File: src/inc/status_shift_pkg.sv
// Constants for the status and shift control unit.
// Assumes an APB master on pclk and a bit-slice ALU on the same clock.
package status_shift_pkg;
  // APB register byte offsets
  localparam logic [11:0] CTRL_OFS      = 12'h000;
  localparam logic [11:0] STATUS_OFS    = 12'h004;
  localparam logic [31:0] CTRL_RESET    = 32'h0000_0000;
  // Control register fields
  localparam int          CTRL_OVR_BIT  = 0;
  localparam int          CTRL_OP_LSB   = 16;
  localparam int          OP_WIDTH      = 13;
  // Status register fields
  localparam int          STAT_MICRO    = 0;
  localparam int          STAT_MACHINE  = 4;
  localparam int          STAT_COND     = 8;
  localparam int          STAT_CARRY    = 9;
  // Flag vector layout
  localparam int          FLAG_Z        = 0;
  localparam int          FLAG_C        = 1;
  localparam int          FLAG_N        = 2;
  localparam int          FLAG_V        = 3;
  localparam logic [3:0]  FLAGS_RESET   = 4'h0;
  // Flag operation codes, two octal digits on op bits 5..0
  localparam logic [5:0]  OP_XFER       = 6'o00;
  localparam logic [5:0]  OP_SET        = 6'o01;
  localparam logic [5:0]  OP_SWAP       = 6'o02;
  localparam logic [5:0]  OP_RESET      = 6'o03;
  localparam logic [5:0]  OP_CPL_A      = 6'o04;
  localparam logic [5:0]  OP_CPL_B      = 6'o05;
  localparam logic [5:0]  OP_RETAIN_A   = 6'o06;
  localparam logic [5:0]  OP_RETAIN_B   = 6'o07;
  localparam logic [2:0]  OP_BIT_GROUP  = 3'o1;
  localparam logic [2:0]  CINV_LOW      = 3'o0;
  // Carry-in sources on {op12, op11, op5}
  localparam logic [2:0]  CIN_ZERO_A    = 3'h0;
  localparam logic [2:0]  CIN_ZERO_B    = 3'h1;
  localparam logic [2:0]  CIN_ONE       = 3'h2;
  localparam logic [2:0]  CIN_ALT       = 3'h3;
  localparam logic [2:0]  CIN_MICRO     = 3'h4;
  localparam logic [2:0]  CIN_MICRO_N   = 3'h5;
  localparam logic [2:0]  CIN_MACH      = 3'h6;
  localparam logic [2:0]  CIN_MACH_N    = 3'h7;
  // Condition source on op bits 5..4
  localparam logic [1:0]  CSRC_MICRO    = 2'h0;
  localparam logic [1:0]  CSRC_MACHINE  = 2'h1;
  // Shift fill selections
  localparam logic [1:0]  FILL_ZERO     = 2'h0;
  localparam logic [1:0]  FILL_ONE      = 2'h1;
  localparam logic [1:0]  FILL_ROTATE   = 2'h2;
  localparam logic [1:0]  FILL_LINK     = 2'h3;
endpackage

File: src/verilog/status_shift_control_unit.sv
// Status flags, condition test, shift linkage and carry-in selection for a slice array.
// Assumes the ALU slices and sequencer run on pclk; their signals need no synchroniser.
//
// What this block does
// - Carry-in output picks one of seven sources
// - Shift linkage offers thirty-two shift and rotate modes
// - Condition test picks one of sixteen conditions
// - Test reads micro, machine or live flags
// - Tests give true, inverted flags and combinations
// - Two four-bit flag registers, bitwise manipulable
// - Instructions set or clear single flag bits
// - Machine bits change when overall enable low
// - Machine flags hold while overall enable high
// - Per-bit enable low lets bit update
// - Micro enable high freezes micro flags
// - Status bus reads flags, loads machine flags
// - Status bus drives only while its enable low
// - Condition output drives only while enable low
// - Shift links drive only while enable low
// - Four tri-state muxes serve both path ends
// - Alternate carry routable to the carry output
// - Flag registers change on the rising pclk edge, or at once when presetn falls
// - Everything else is combinational apart from ctrl_q and prdata
// - Six low operation lines select flag operations
// - Codes 06, 07 load micro flags with overflow retain
// - Machine flags support set, single-bit clear, complement; code 03 loads micro flags
//
// Register access over APB and the address map were decided locally.
`timescale 1ns/1ns
`default_nettype none
module status_shift_control_unit
  import status_shift_pkg::*;
(
  // Clock and reset
  input  wire logic          pclk,
  input  wire logic          presetn,
  // APB slave
  input  wire logic          psel,
  input  wire logic          penable,
  input  wire logic          pwrite,
  input  wire logic [11:0]   paddr,
  input  wire logic [31:0]   pwdata,
  output logic [31:0]        prdata,
  output logic               pready,
  output logic               pslverr,
  // Operation and enables
  input  wire logic [12:0]   op_lines,
  input  wire logic          micro_flags_hold_n,
  input  wire logic          machine_flags_hold_n,
  input  wire logic          zero_bit_update_n,
  input  wire logic          carry_bit_update_n,
  input  wire logic          sign_bit_update_n,
  input  wire logic          overflow_bit_update_n,
  // Live ALU status
  input  wire logic          zero_flag_source,
  input  wire logic          carry_flag_source,
  input  wire logic          sign_flag_source,
  input  wire logic          overflow_flag_source,
  input  wire logic          alt_carry_source,
  // Status bus, bits {overflow, sign, carry, zero}
  input  wire logic [3:0]    status_bus_i,
  output logic [3:0]         status_bus_o,
  output logic               status_bus_oe,
  input  wire logic          status_bus_drive_n,
  // Condition test
  output logic               cond_result,
  output logic               cond_result_oe,
  input  wire logic          cond_out_drive_n,
  // Shift links
  input  wire logic          ram_shift_low_link_i,
  output logic               ram_shift_low_link_o,
  output logic               ram_shift_low_link_oe,
  input  wire logic          ram_shift_high_link_i,
  output logic               ram_shift_high_link_o,
  output logic               ram_shift_high_link_oe,
  input  wire logic          aux_shift_low_link_i,
  output logic               aux_shift_low_link_o,
  output logic               aux_shift_low_link_oe,
  input  wire logic          aux_shift_high_link_i,
  output logic               aux_shift_high_link_o,
  output logic               aux_shift_high_link_oe,
  input  wire logic          shift_drive_n,
  // Carry feed to the least significant slice
  output logic               alu_carry_feed
);

  logic [31:0] ctrl_q;
  logic [31:0] rdata_d;
  logic [3:0]  micro_q;
  logic [3:0]  micro_d;
  logic [3:0]  machine_q;
  logic [3:0]  machine_d;
  logic [3:0]  live;
  logic [3:0]  bit_update_n;
  logic [3:0]  test_src;
  logic [12:0] op;
  logic [5:0]  fop;
  logic [4:0]  shift_mode;
  logic [2:0]  cin_sel;
  logic        cond_raw;
  logic        ram_fill;
  logic        aux_fill;
  logic        apb_hit;

  assign live         = {overflow_flag_source, sign_flag_source, carry_flag_source, zero_flag_source};
  assign bit_update_n = {overflow_bit_update_n, sign_bit_update_n, carry_bit_update_n, zero_bit_update_n};

  // Software may take over the operation lines for bring-up and diagnosis
  assign op  = ctrl_q[CTRL_OVR_BIT] ? ctrl_q[CTRL_OP_LSB +: OP_WIDTH] : op_lines;
  assign fop = op[5:0];

  // APB slave: zero wait states, unmapped offsets answer with an error
  assign apb_hit = (paddr == CTRL_OFS) || (paddr == STATUS_OFS);
  assign pready  = 1'b1;
  assign pslverr = psel && penable && !apb_hit;

  always_ff @(posedge pclk or negedge presetn)
  begin
    if (!presetn)
      ctrl_q <= CTRL_RESET;
    else if (psel && penable && pwrite && paddr == CTRL_OFS)
      ctrl_q <= pwdata;
  end

  always_comb
  begin
    rdata_d = 32'h0000_0000;
    if (paddr == CTRL_OFS)
      rdata_d = ctrl_q;
    else if (paddr == STATUS_OFS)
    begin
      rdata_d[STAT_MICRO +: 4]   = micro_q;
      rdata_d[STAT_MACHINE +: 4] = machine_q;
      rdata_d[STAT_COND]         = cond_raw;
      rdata_d[STAT_CARRY]        = alu_carry_feed;
    end
  end

  // Read data is captured in the setup cycle, so it leaves a flip-flop with no wait state
  always_ff @(posedge pclk or negedge presetn)
  begin
    if (!presetn)
      prdata <= 32'h0000_0000;
    else if (psel && !penable && !pwrite)
      prdata <= rdata_d;
  end

  // Micro flag next value
  always_comb
  begin
    micro_d = live;
    case (fop)
      OP_XFER, OP_SWAP:
        micro_d = machine_q;
      OP_SET:
        micro_d = 4'hf;
      OP_RESET:
        micro_d = 4'h0;
      OP_RETAIN_A, OP_RETAIN_B:
        micro_d = {overflow_flag_source | micro_q[FLAG_V], live[2:0]};
      default:
      begin
        if (fop[5:3] == OP_BIT_GROUP)
        begin
          micro_d = micro_q;
          micro_d[fop[2:1]] = fop[0];
        end
        else if (fop[5:3] != CINV_LOW && fop[3] && fop[2:1] == 2'b00)
          micro_d[FLAG_C] = ~carry_flag_source;
      end
    endcase
  end

  // Machine flag next value
  always_comb
  begin
    machine_d = live;
    case (fop)
      OP_XFER:
        machine_d = status_bus_i;
      OP_SET:
        machine_d = 4'hf;
      OP_SWAP, OP_RESET:
        machine_d = micro_q;
      OP_CPL_A, OP_CPL_B:
        machine_d = ~machine_q;
      default:
      begin
        if (fop[5:3] == OP_BIT_GROUP)
        begin
          machine_d = machine_q;
          machine_d[fop[2:1]] = fop[0];
        end
      end
    endcase
  end

  // The flag registers are clocked like ctrl_q and prdata; the reset gives them a known start
  always_ff @(posedge pclk or negedge presetn)
  begin
    if (!presetn)
      micro_q <= FLAGS_RESET;
    else if (!micro_flags_hold_n)
      micro_q <= micro_d;
  end

  always_ff @(posedge pclk or negedge presetn)
  begin
    if (!presetn)
      machine_q <= FLAGS_RESET;
    else
      for (int i = 0; i < 4; i++)
        if (!machine_flags_hold_n && !bit_update_n[i])
          machine_q[i] <= machine_d[i];
  end

  // Condition test, combinational
  always_comb
  begin
    case (op[5:4])
      CSRC_MICRO:   test_src = micro_q;
      CSRC_MACHINE: test_src = machine_q;
      default:      test_src = live;
    endcase
  end

  always_comb
  begin
    case (op[3:1])
      3'd0:    cond_raw = test_src[FLAG_Z];
      3'd1:    cond_raw = test_src[FLAG_C];
      3'd2:    cond_raw = test_src[FLAG_N];
      3'd3:    cond_raw = test_src[FLAG_V];
      3'd4:    cond_raw = test_src[FLAG_N] ^ test_src[FLAG_V];
      3'd5:    cond_raw = (test_src[FLAG_N] ^ test_src[FLAG_V]) | test_src[FLAG_Z];
      3'd6:    cond_raw = test_src[FLAG_C] & ~test_src[FLAG_Z];
      default: cond_raw = test_src[FLAG_N] | test_src[FLAG_Z];
    endcase
  end

  // Odd codes give the inverse of each test
  assign cond_result    = cond_raw ^ op[0];
  assign cond_result_oe = !cond_out_drive_n;

  // Status bus shows micro flags when op bit 4 is set, else machine flags
  assign status_bus_o  = op[4] ? micro_q : machine_q;
  assign status_bus_oe = !status_bus_drive_n;

  // Shift linkage: mode bit 4 is direction, then ram fill and aux fill selects
  assign shift_mode = op[10:6];

  always_comb
  begin
    case (shift_mode[3:2])
      FILL_ZERO:   ram_fill = 1'b0;
      FILL_ONE:    ram_fill = 1'b1;
      FILL_ROTATE: ram_fill = shift_mode[4] ? ram_shift_high_link_i : ram_shift_low_link_i;
      default:     ram_fill = machine_q[FLAG_C];
    endcase
    case (shift_mode[1:0])
      FILL_ZERO:   aux_fill = 1'b0;
      FILL_ONE:    aux_fill = 1'b1;
      FILL_ROTATE: aux_fill = shift_mode[4] ? aux_shift_high_link_i : aux_shift_low_link_i;
      default:     aux_fill = shift_mode[4] ? ram_shift_high_link_i : ram_shift_low_link_i;
    endcase
  end

  // Up shifts feed the low ends, down shifts the high ends; the other end is read
  assign ram_shift_low_link_o   = ram_fill;
  assign aux_shift_low_link_o   = aux_fill;
  assign ram_shift_high_link_o  = ram_fill;
  assign aux_shift_high_link_o  = aux_fill;
  assign ram_shift_low_link_oe  = !shift_drive_n && shift_mode[4];
  assign aux_shift_low_link_oe  = !shift_drive_n && shift_mode[4];
  assign ram_shift_high_link_oe = !shift_drive_n && !shift_mode[4];
  assign aux_shift_high_link_oe = !shift_drive_n && !shift_mode[4];

  // Carry-in selection, combinational
  assign cin_sel = {op[12], op[11], op[5]};

  always_comb
  begin
    case (cin_sel)
      CIN_ZERO_A, CIN_ZERO_B: alu_carry_feed = 1'b0;
      CIN_ONE:                alu_carry_feed = 1'b1;
      CIN_ALT:                alu_carry_feed = alt_carry_source;
      CIN_MICRO:              alu_carry_feed = micro_q[FLAG_C];
      CIN_MICRO_N:            alu_carry_feed = ~micro_q[FLAG_C];
      CIN_MACH:               alu_carry_feed = machine_q[FLAG_C];
      default:                alu_carry_feed = ~machine_q[FLAG_C];
    endcase
  end

  machine_hold_a: assert property (@(posedge pclk) disable iff (!presetn)
    machine_flags_hold_n |=> $stable(machine_q))
    else $error("machine flags changed while held");

  zero_bit_hold_a: assert property (@(posedge pclk) disable iff (!presetn)
    zero_bit_update_n |=> machine_q[FLAG_Z] == $past(machine_q[FLAG_Z]))
    else $error("machine zero bit changed while its enable was high");

  micro_hold_a: assert property (@(posedge pclk) disable iff (!presetn)
    micro_flags_hold_n |=> $stable(micro_q))
    else $error("micro flags changed while held");

  overflow_retain_a: assert property (@(posedge pclk) disable iff (!presetn)
    (!micro_flags_hold_n && fop[5:1] == 5'b00011)
      |=> micro_q[FLAG_V] == ($past(overflow_flag_source) | $past(micro_q[FLAG_V])))
    else $error("overflow retain load wrong");

  bit_op_a: assert property (@(posedge pclk) disable iff (!presetn)
    (!micro_flags_hold_n && fop[5:3] == OP_BIT_GROUP) |=> micro_q[$past(fop[2:1])] == $past(fop[0]))
    else $error("micro single bit operation wrong");

  machine_cpl_a: assert property (@(posedge pclk) disable iff (!presetn)
    (!machine_flags_hold_n && bit_update_n == 4'h0 && fop[5:1] == 5'b00010)
      |=> machine_q == ~$past(machine_q))
    else $error("machine complement wrong");

  cond_drive_a: assert property (@(posedge pclk) disable iff (!presetn)
    cond_result_oe != cond_out_drive_n)
    else $error("condition output enable wrong");

  status_drive_a: assert property (@(posedge pclk) disable iff (!presetn)
    status_bus_drive_n |-> !status_bus_oe)
    else $error("status bus driven while disabled");

  shift_float_a: assert property (@(posedge pclk) disable iff (!presetn)
    shift_drive_n |-> !(ram_shift_low_link_oe | ram_shift_high_link_oe
                        | aux_shift_low_link_oe | aux_shift_high_link_oe))
    else $error("shift link driven while disabled");

  alt_carry_a: assert property (@(posedge pclk) disable iff (!presetn)
    cin_sel == CIN_ALT |-> alu_carry_feed == alt_carry_source)
    else $error("alternate carry not routed");

  machine_bit_set_a: assert property (@(posedge pclk) disable iff (!presetn)
    (!machine_flags_hold_n && !zero_bit_update_n && fop == OP_SET) |=> machine_q[FLAG_Z])
    else $error("machine zero bit not set");

  carry_one_a: assert property (@(posedge pclk) disable iff (!presetn)
    cin_sel == CIN_ONE |-> alu_carry_feed)
    else $error("carry feed not forced high");

  read_data_a: assert property (@(posedge pclk) disable iff (!presetn)
    (psel && !penable && !pwrite && paddr == STATUS_OFS) |=> prdata[STAT_MACHINE +: 4] == $past(machine_q))
    else $error("status read data wrong");

endmodule
`default_nettype wire

File: config.mk
export PLATFORM = sky130hd
export DESIGN_NAME = status_shift_control_unit
export DESIGN_NICKNAME = d
export VERILOG_FILES = /design/src/inc/status_shift_pkg.sv /design/src/verilog/status_shift_control_unit.sv
export SDC_FILE = /design/constraint.sdc
export NUM_CORES = 1
export LEC_CHECK = 0
export CORE_ASPECT_RATIO = 1.2
export CORE_UTILIZATION = 45
export DETAILED_ROUTE_END_ITERATION = 8
export DONT_BUFFER_PORTS = 1
export GPL_TIMING_DRIVEN = 0
export SYNTH_ARGS = -nofsm -noshare
export SYNTH_HDL_FRONTEND = slang
export SYNTH_SLANG_ARGS = --single-unit
File: constraint.sdc
create_clock -name pclk -period 2.2 [get_ports pclk]
set_input_delay 0.11 -clock pclk [delete_from_list [all_inputs] [get_ports pclk]]
set_output_delay 0.11 -clock pclk [all_outputs]
set_load 0.02 [all_outputs]
==> metrics.txt <==
final net count=574; CP max stage delay=0.43 ns; CTS root buffer=clkbuf_8; Final Worst Setup Slack=-0.284 ns; CP max FO=10; Vias/cell=~5.9; crit path cell chain=buf_12 -> buf_12 -> buf_6 -> nor2_1 -> o21ai_1 -> o2111ai_2 -> a221oi_2 -> a2111oi_4 -> xor2_2; antenna fix cells=0; endpoint class of the critical path=output port; most frequent cells in the layout=dfrtp_1 (71), nand2_1 (56), dlygate4sd3_1 (40), nor2_1 (39), mux2_2 (36); PwrDens=514 mW/mm^2; status=finished with violations; antenna violations before repair=0; CTS buffer count=9; Max Clk Rate=0.403 GHz; Leakage Power=around 0.0025 uW; CTS H-tree depth=3; Routed WL per cell=19.5 um; critical path class=flip-flop to output port; CTS tree=yes; Worst-path clk slew=roughly 0.080 ns; TritonRoute pass-1 iters=4; Max clock buf depth=2; initial cell density of the core=0.473; most common cell after layout, fill and taps aside=dfrtp_1; Power Total=2780 uW; final WL=around 12000 um; asr flop ratio synth=1.00; Sink Count=72; Clk pwr share=0.365; Hold Vio Cnt, Final=0; Layout area overhead=30.8%; fin. max-slew vios=0; design area=0.00541 sq mm; Max VDD drop=0.000301 V; chip height=107 um; vias in the first global route=about 3600; Final Cycle Share=1.13; Hold WC Path Type=input port to flip-flop; Final Skew=0.0126 ns; Net Sw Power=765 uW; vias=3585; min cycle time layout=between 2 and 2.5 ns; GR Util All Layers=0.255; Layout Utilization=0.618; CP max stage cell=dfrtp_2; grt ovf=0; Yosys cell types=70; crit start category=flip-flop; max_cap viols=0; Ports=134; Synth Warn #=0; DP Area=~0.0043 sq mm; Multi-input gate area=0.00236 sq mm; Die X=89.5 um; RSZ-0062 raised after global routing=true; Yosys reg bits=slightly above 70; Worst EP arrival=2.37 ns; violated checks=setup timing; Post-synth top flop=dfrtp_1; CP top delay family=compound AO/OA/AOI/OAI gates; Comb pwr share=0.109; DR iter-0 viols=200; first-pass GRT wire length=18400 um; Core ar.=0.00875 sq mm; crit path buf inv count=3; row count=37; fillers=between 700 and 800; Buffers on Ports=0; register area=~0.0018 sq mm; die area=around 0.0096 sq mm; post-synth net total=498; sequential fraction of design power=0.525; DRT antenna net count=0; pre-CTS setup slack=-0.418 ns; worst-margin pin slew=0.737 ns; layout cells sized above 1=0.299; Max transition margin=0.507; Syn Area/Cell=9.99 sq um; Placer Congestion=0.901; largest net degree at the start of global routing=73; Setup violations, final=4; post-synthesis sequential area ratio=0.435; EDFF count, synth=0; dpl hpwl=7910 um; Post-Synthesis Cells=414; post-synthesis cell area=between 0.004 and 0.005 sq mm; Pint=between 2000 and 2500 uW; Req. time, crit path=2.09 ns; Clk Latency, worst-skew pair=0.35 ns; worst hold slack=0.00304 ns; Critical Path Most Common Cell=buf_12; switching part of the total=0.275; # DRC=0
## final cells by class
class,count,share of cell area
Clock buffer,13,0.0312
Clock inverter,3,0.00439
Sequential cell,72,0.333
Buffer,27,0.0379
Multi-Input combinational cell,305,0.435
Timing Repair Buffer,65,0.123
Tap cell,117,0.0271
Inverter,10,0.00786
## repair_timing
| action | in CTS | in global routing |
|---|---|---|
| pin swaps | 8 | 11 |
| hold endpoints to repair | 112 | 0 |
| resized for setup | 33 | 22 |
| endpoints found under the setup margin | 19 | 16 |
| gates cloned | 1 | 1 |
| hold buffers | 41 | 0 |
| setup buffers | 9 | 13 |
## cells by family after synthesis
family	after synthesis	share of synthesized area
buffers and inverters	37	0.0511
XOR/XNOR	3	0.00635
other	1	0.000906
AO/OA/AOI/OAI	90	0.179
multiplexers	53	0.144
AND/OR/NAND/NOR	158	0.184
flip-flops	72	0.435
## cell usage after synthesis, types with 5 or more instances
library cell	count	area share
nand3_1	24	0.029
o21ai_0	19	0.023
nand2_1	57	0.052
nor2_1	41	0.037
a221oi_1	13	0.028
clkbuf_1	11	0.010
mux2i_1	13	0.031
buf_4	9	0.016
mux2_2	38	0.10
a22oi_1	5	0.0091
o31ai_1	6	0.011
inv_1	8	0.0073
dfrtp_1	72	0.44
## power by group through the flow
stage | sequential, uW | combinational, uW | clock [uW]
after floorplan | 1460 | 161 | 0
after global placement | 1490 | 184 | 0
after detailed placement | 1490 | 188 | 0
after CTS | 1460 | 298 | 1050
after global routing | 1470 | 334 | 1110
final | 1460 | 303 | 1020
## path summary, 6_finish.rpt
path                                   from     endpoint  slack [ns]  cells past startpoint
max                               ctrl_q[0]  cond_result       -0.28                      9
min                        sign_flag_source    flip-flop       0.003                      2
max reg2reg                       ctrl_q[0]    flip-flop        0.07                      9
min reg2reg                      ctrl_q[12]   prdata[12]        0.50                      2
max in group asynchronous           presetn    ctrl_q[0]        1.59                      2
min in group asynchronous           presetn   prdata[14]        0.31                      2
## per-layer routing
metal  vias up  global-route usage  routed length (um)
li1       1666                   -                   -
met1      1765               0.328                4960
met2       137               0.409                5880
met3        17              0.0662                 866
met4         0              0.0918                 214
met5         -                   0                   0
## worst register-to-register path, delay by kind of cell, from the launching register on
family	cells	cell delay (ns)
AOI/OAI and AO/OA	3	0.80
buffers and inverters	4	0.59
DFF	1	0.43
muxes	1	0.21
and+or+nand+nor	1	0.06
## stage by stage
| step | TNS [ns] | cells |
|---|---|---|
| 2_1_floorplan | 0 | 414 |
| 3_3_place_gp | -1.25 | 531 |
| 3_5_place_dp | -1.32 | 531 |
| 4_1_cts | -0.464 | 598 |
| 5_1_grt | -1.04 | 612 |
| 6_report | -0.556 | 612 |
Note: power is estimated with default switching activity, not from simulation.
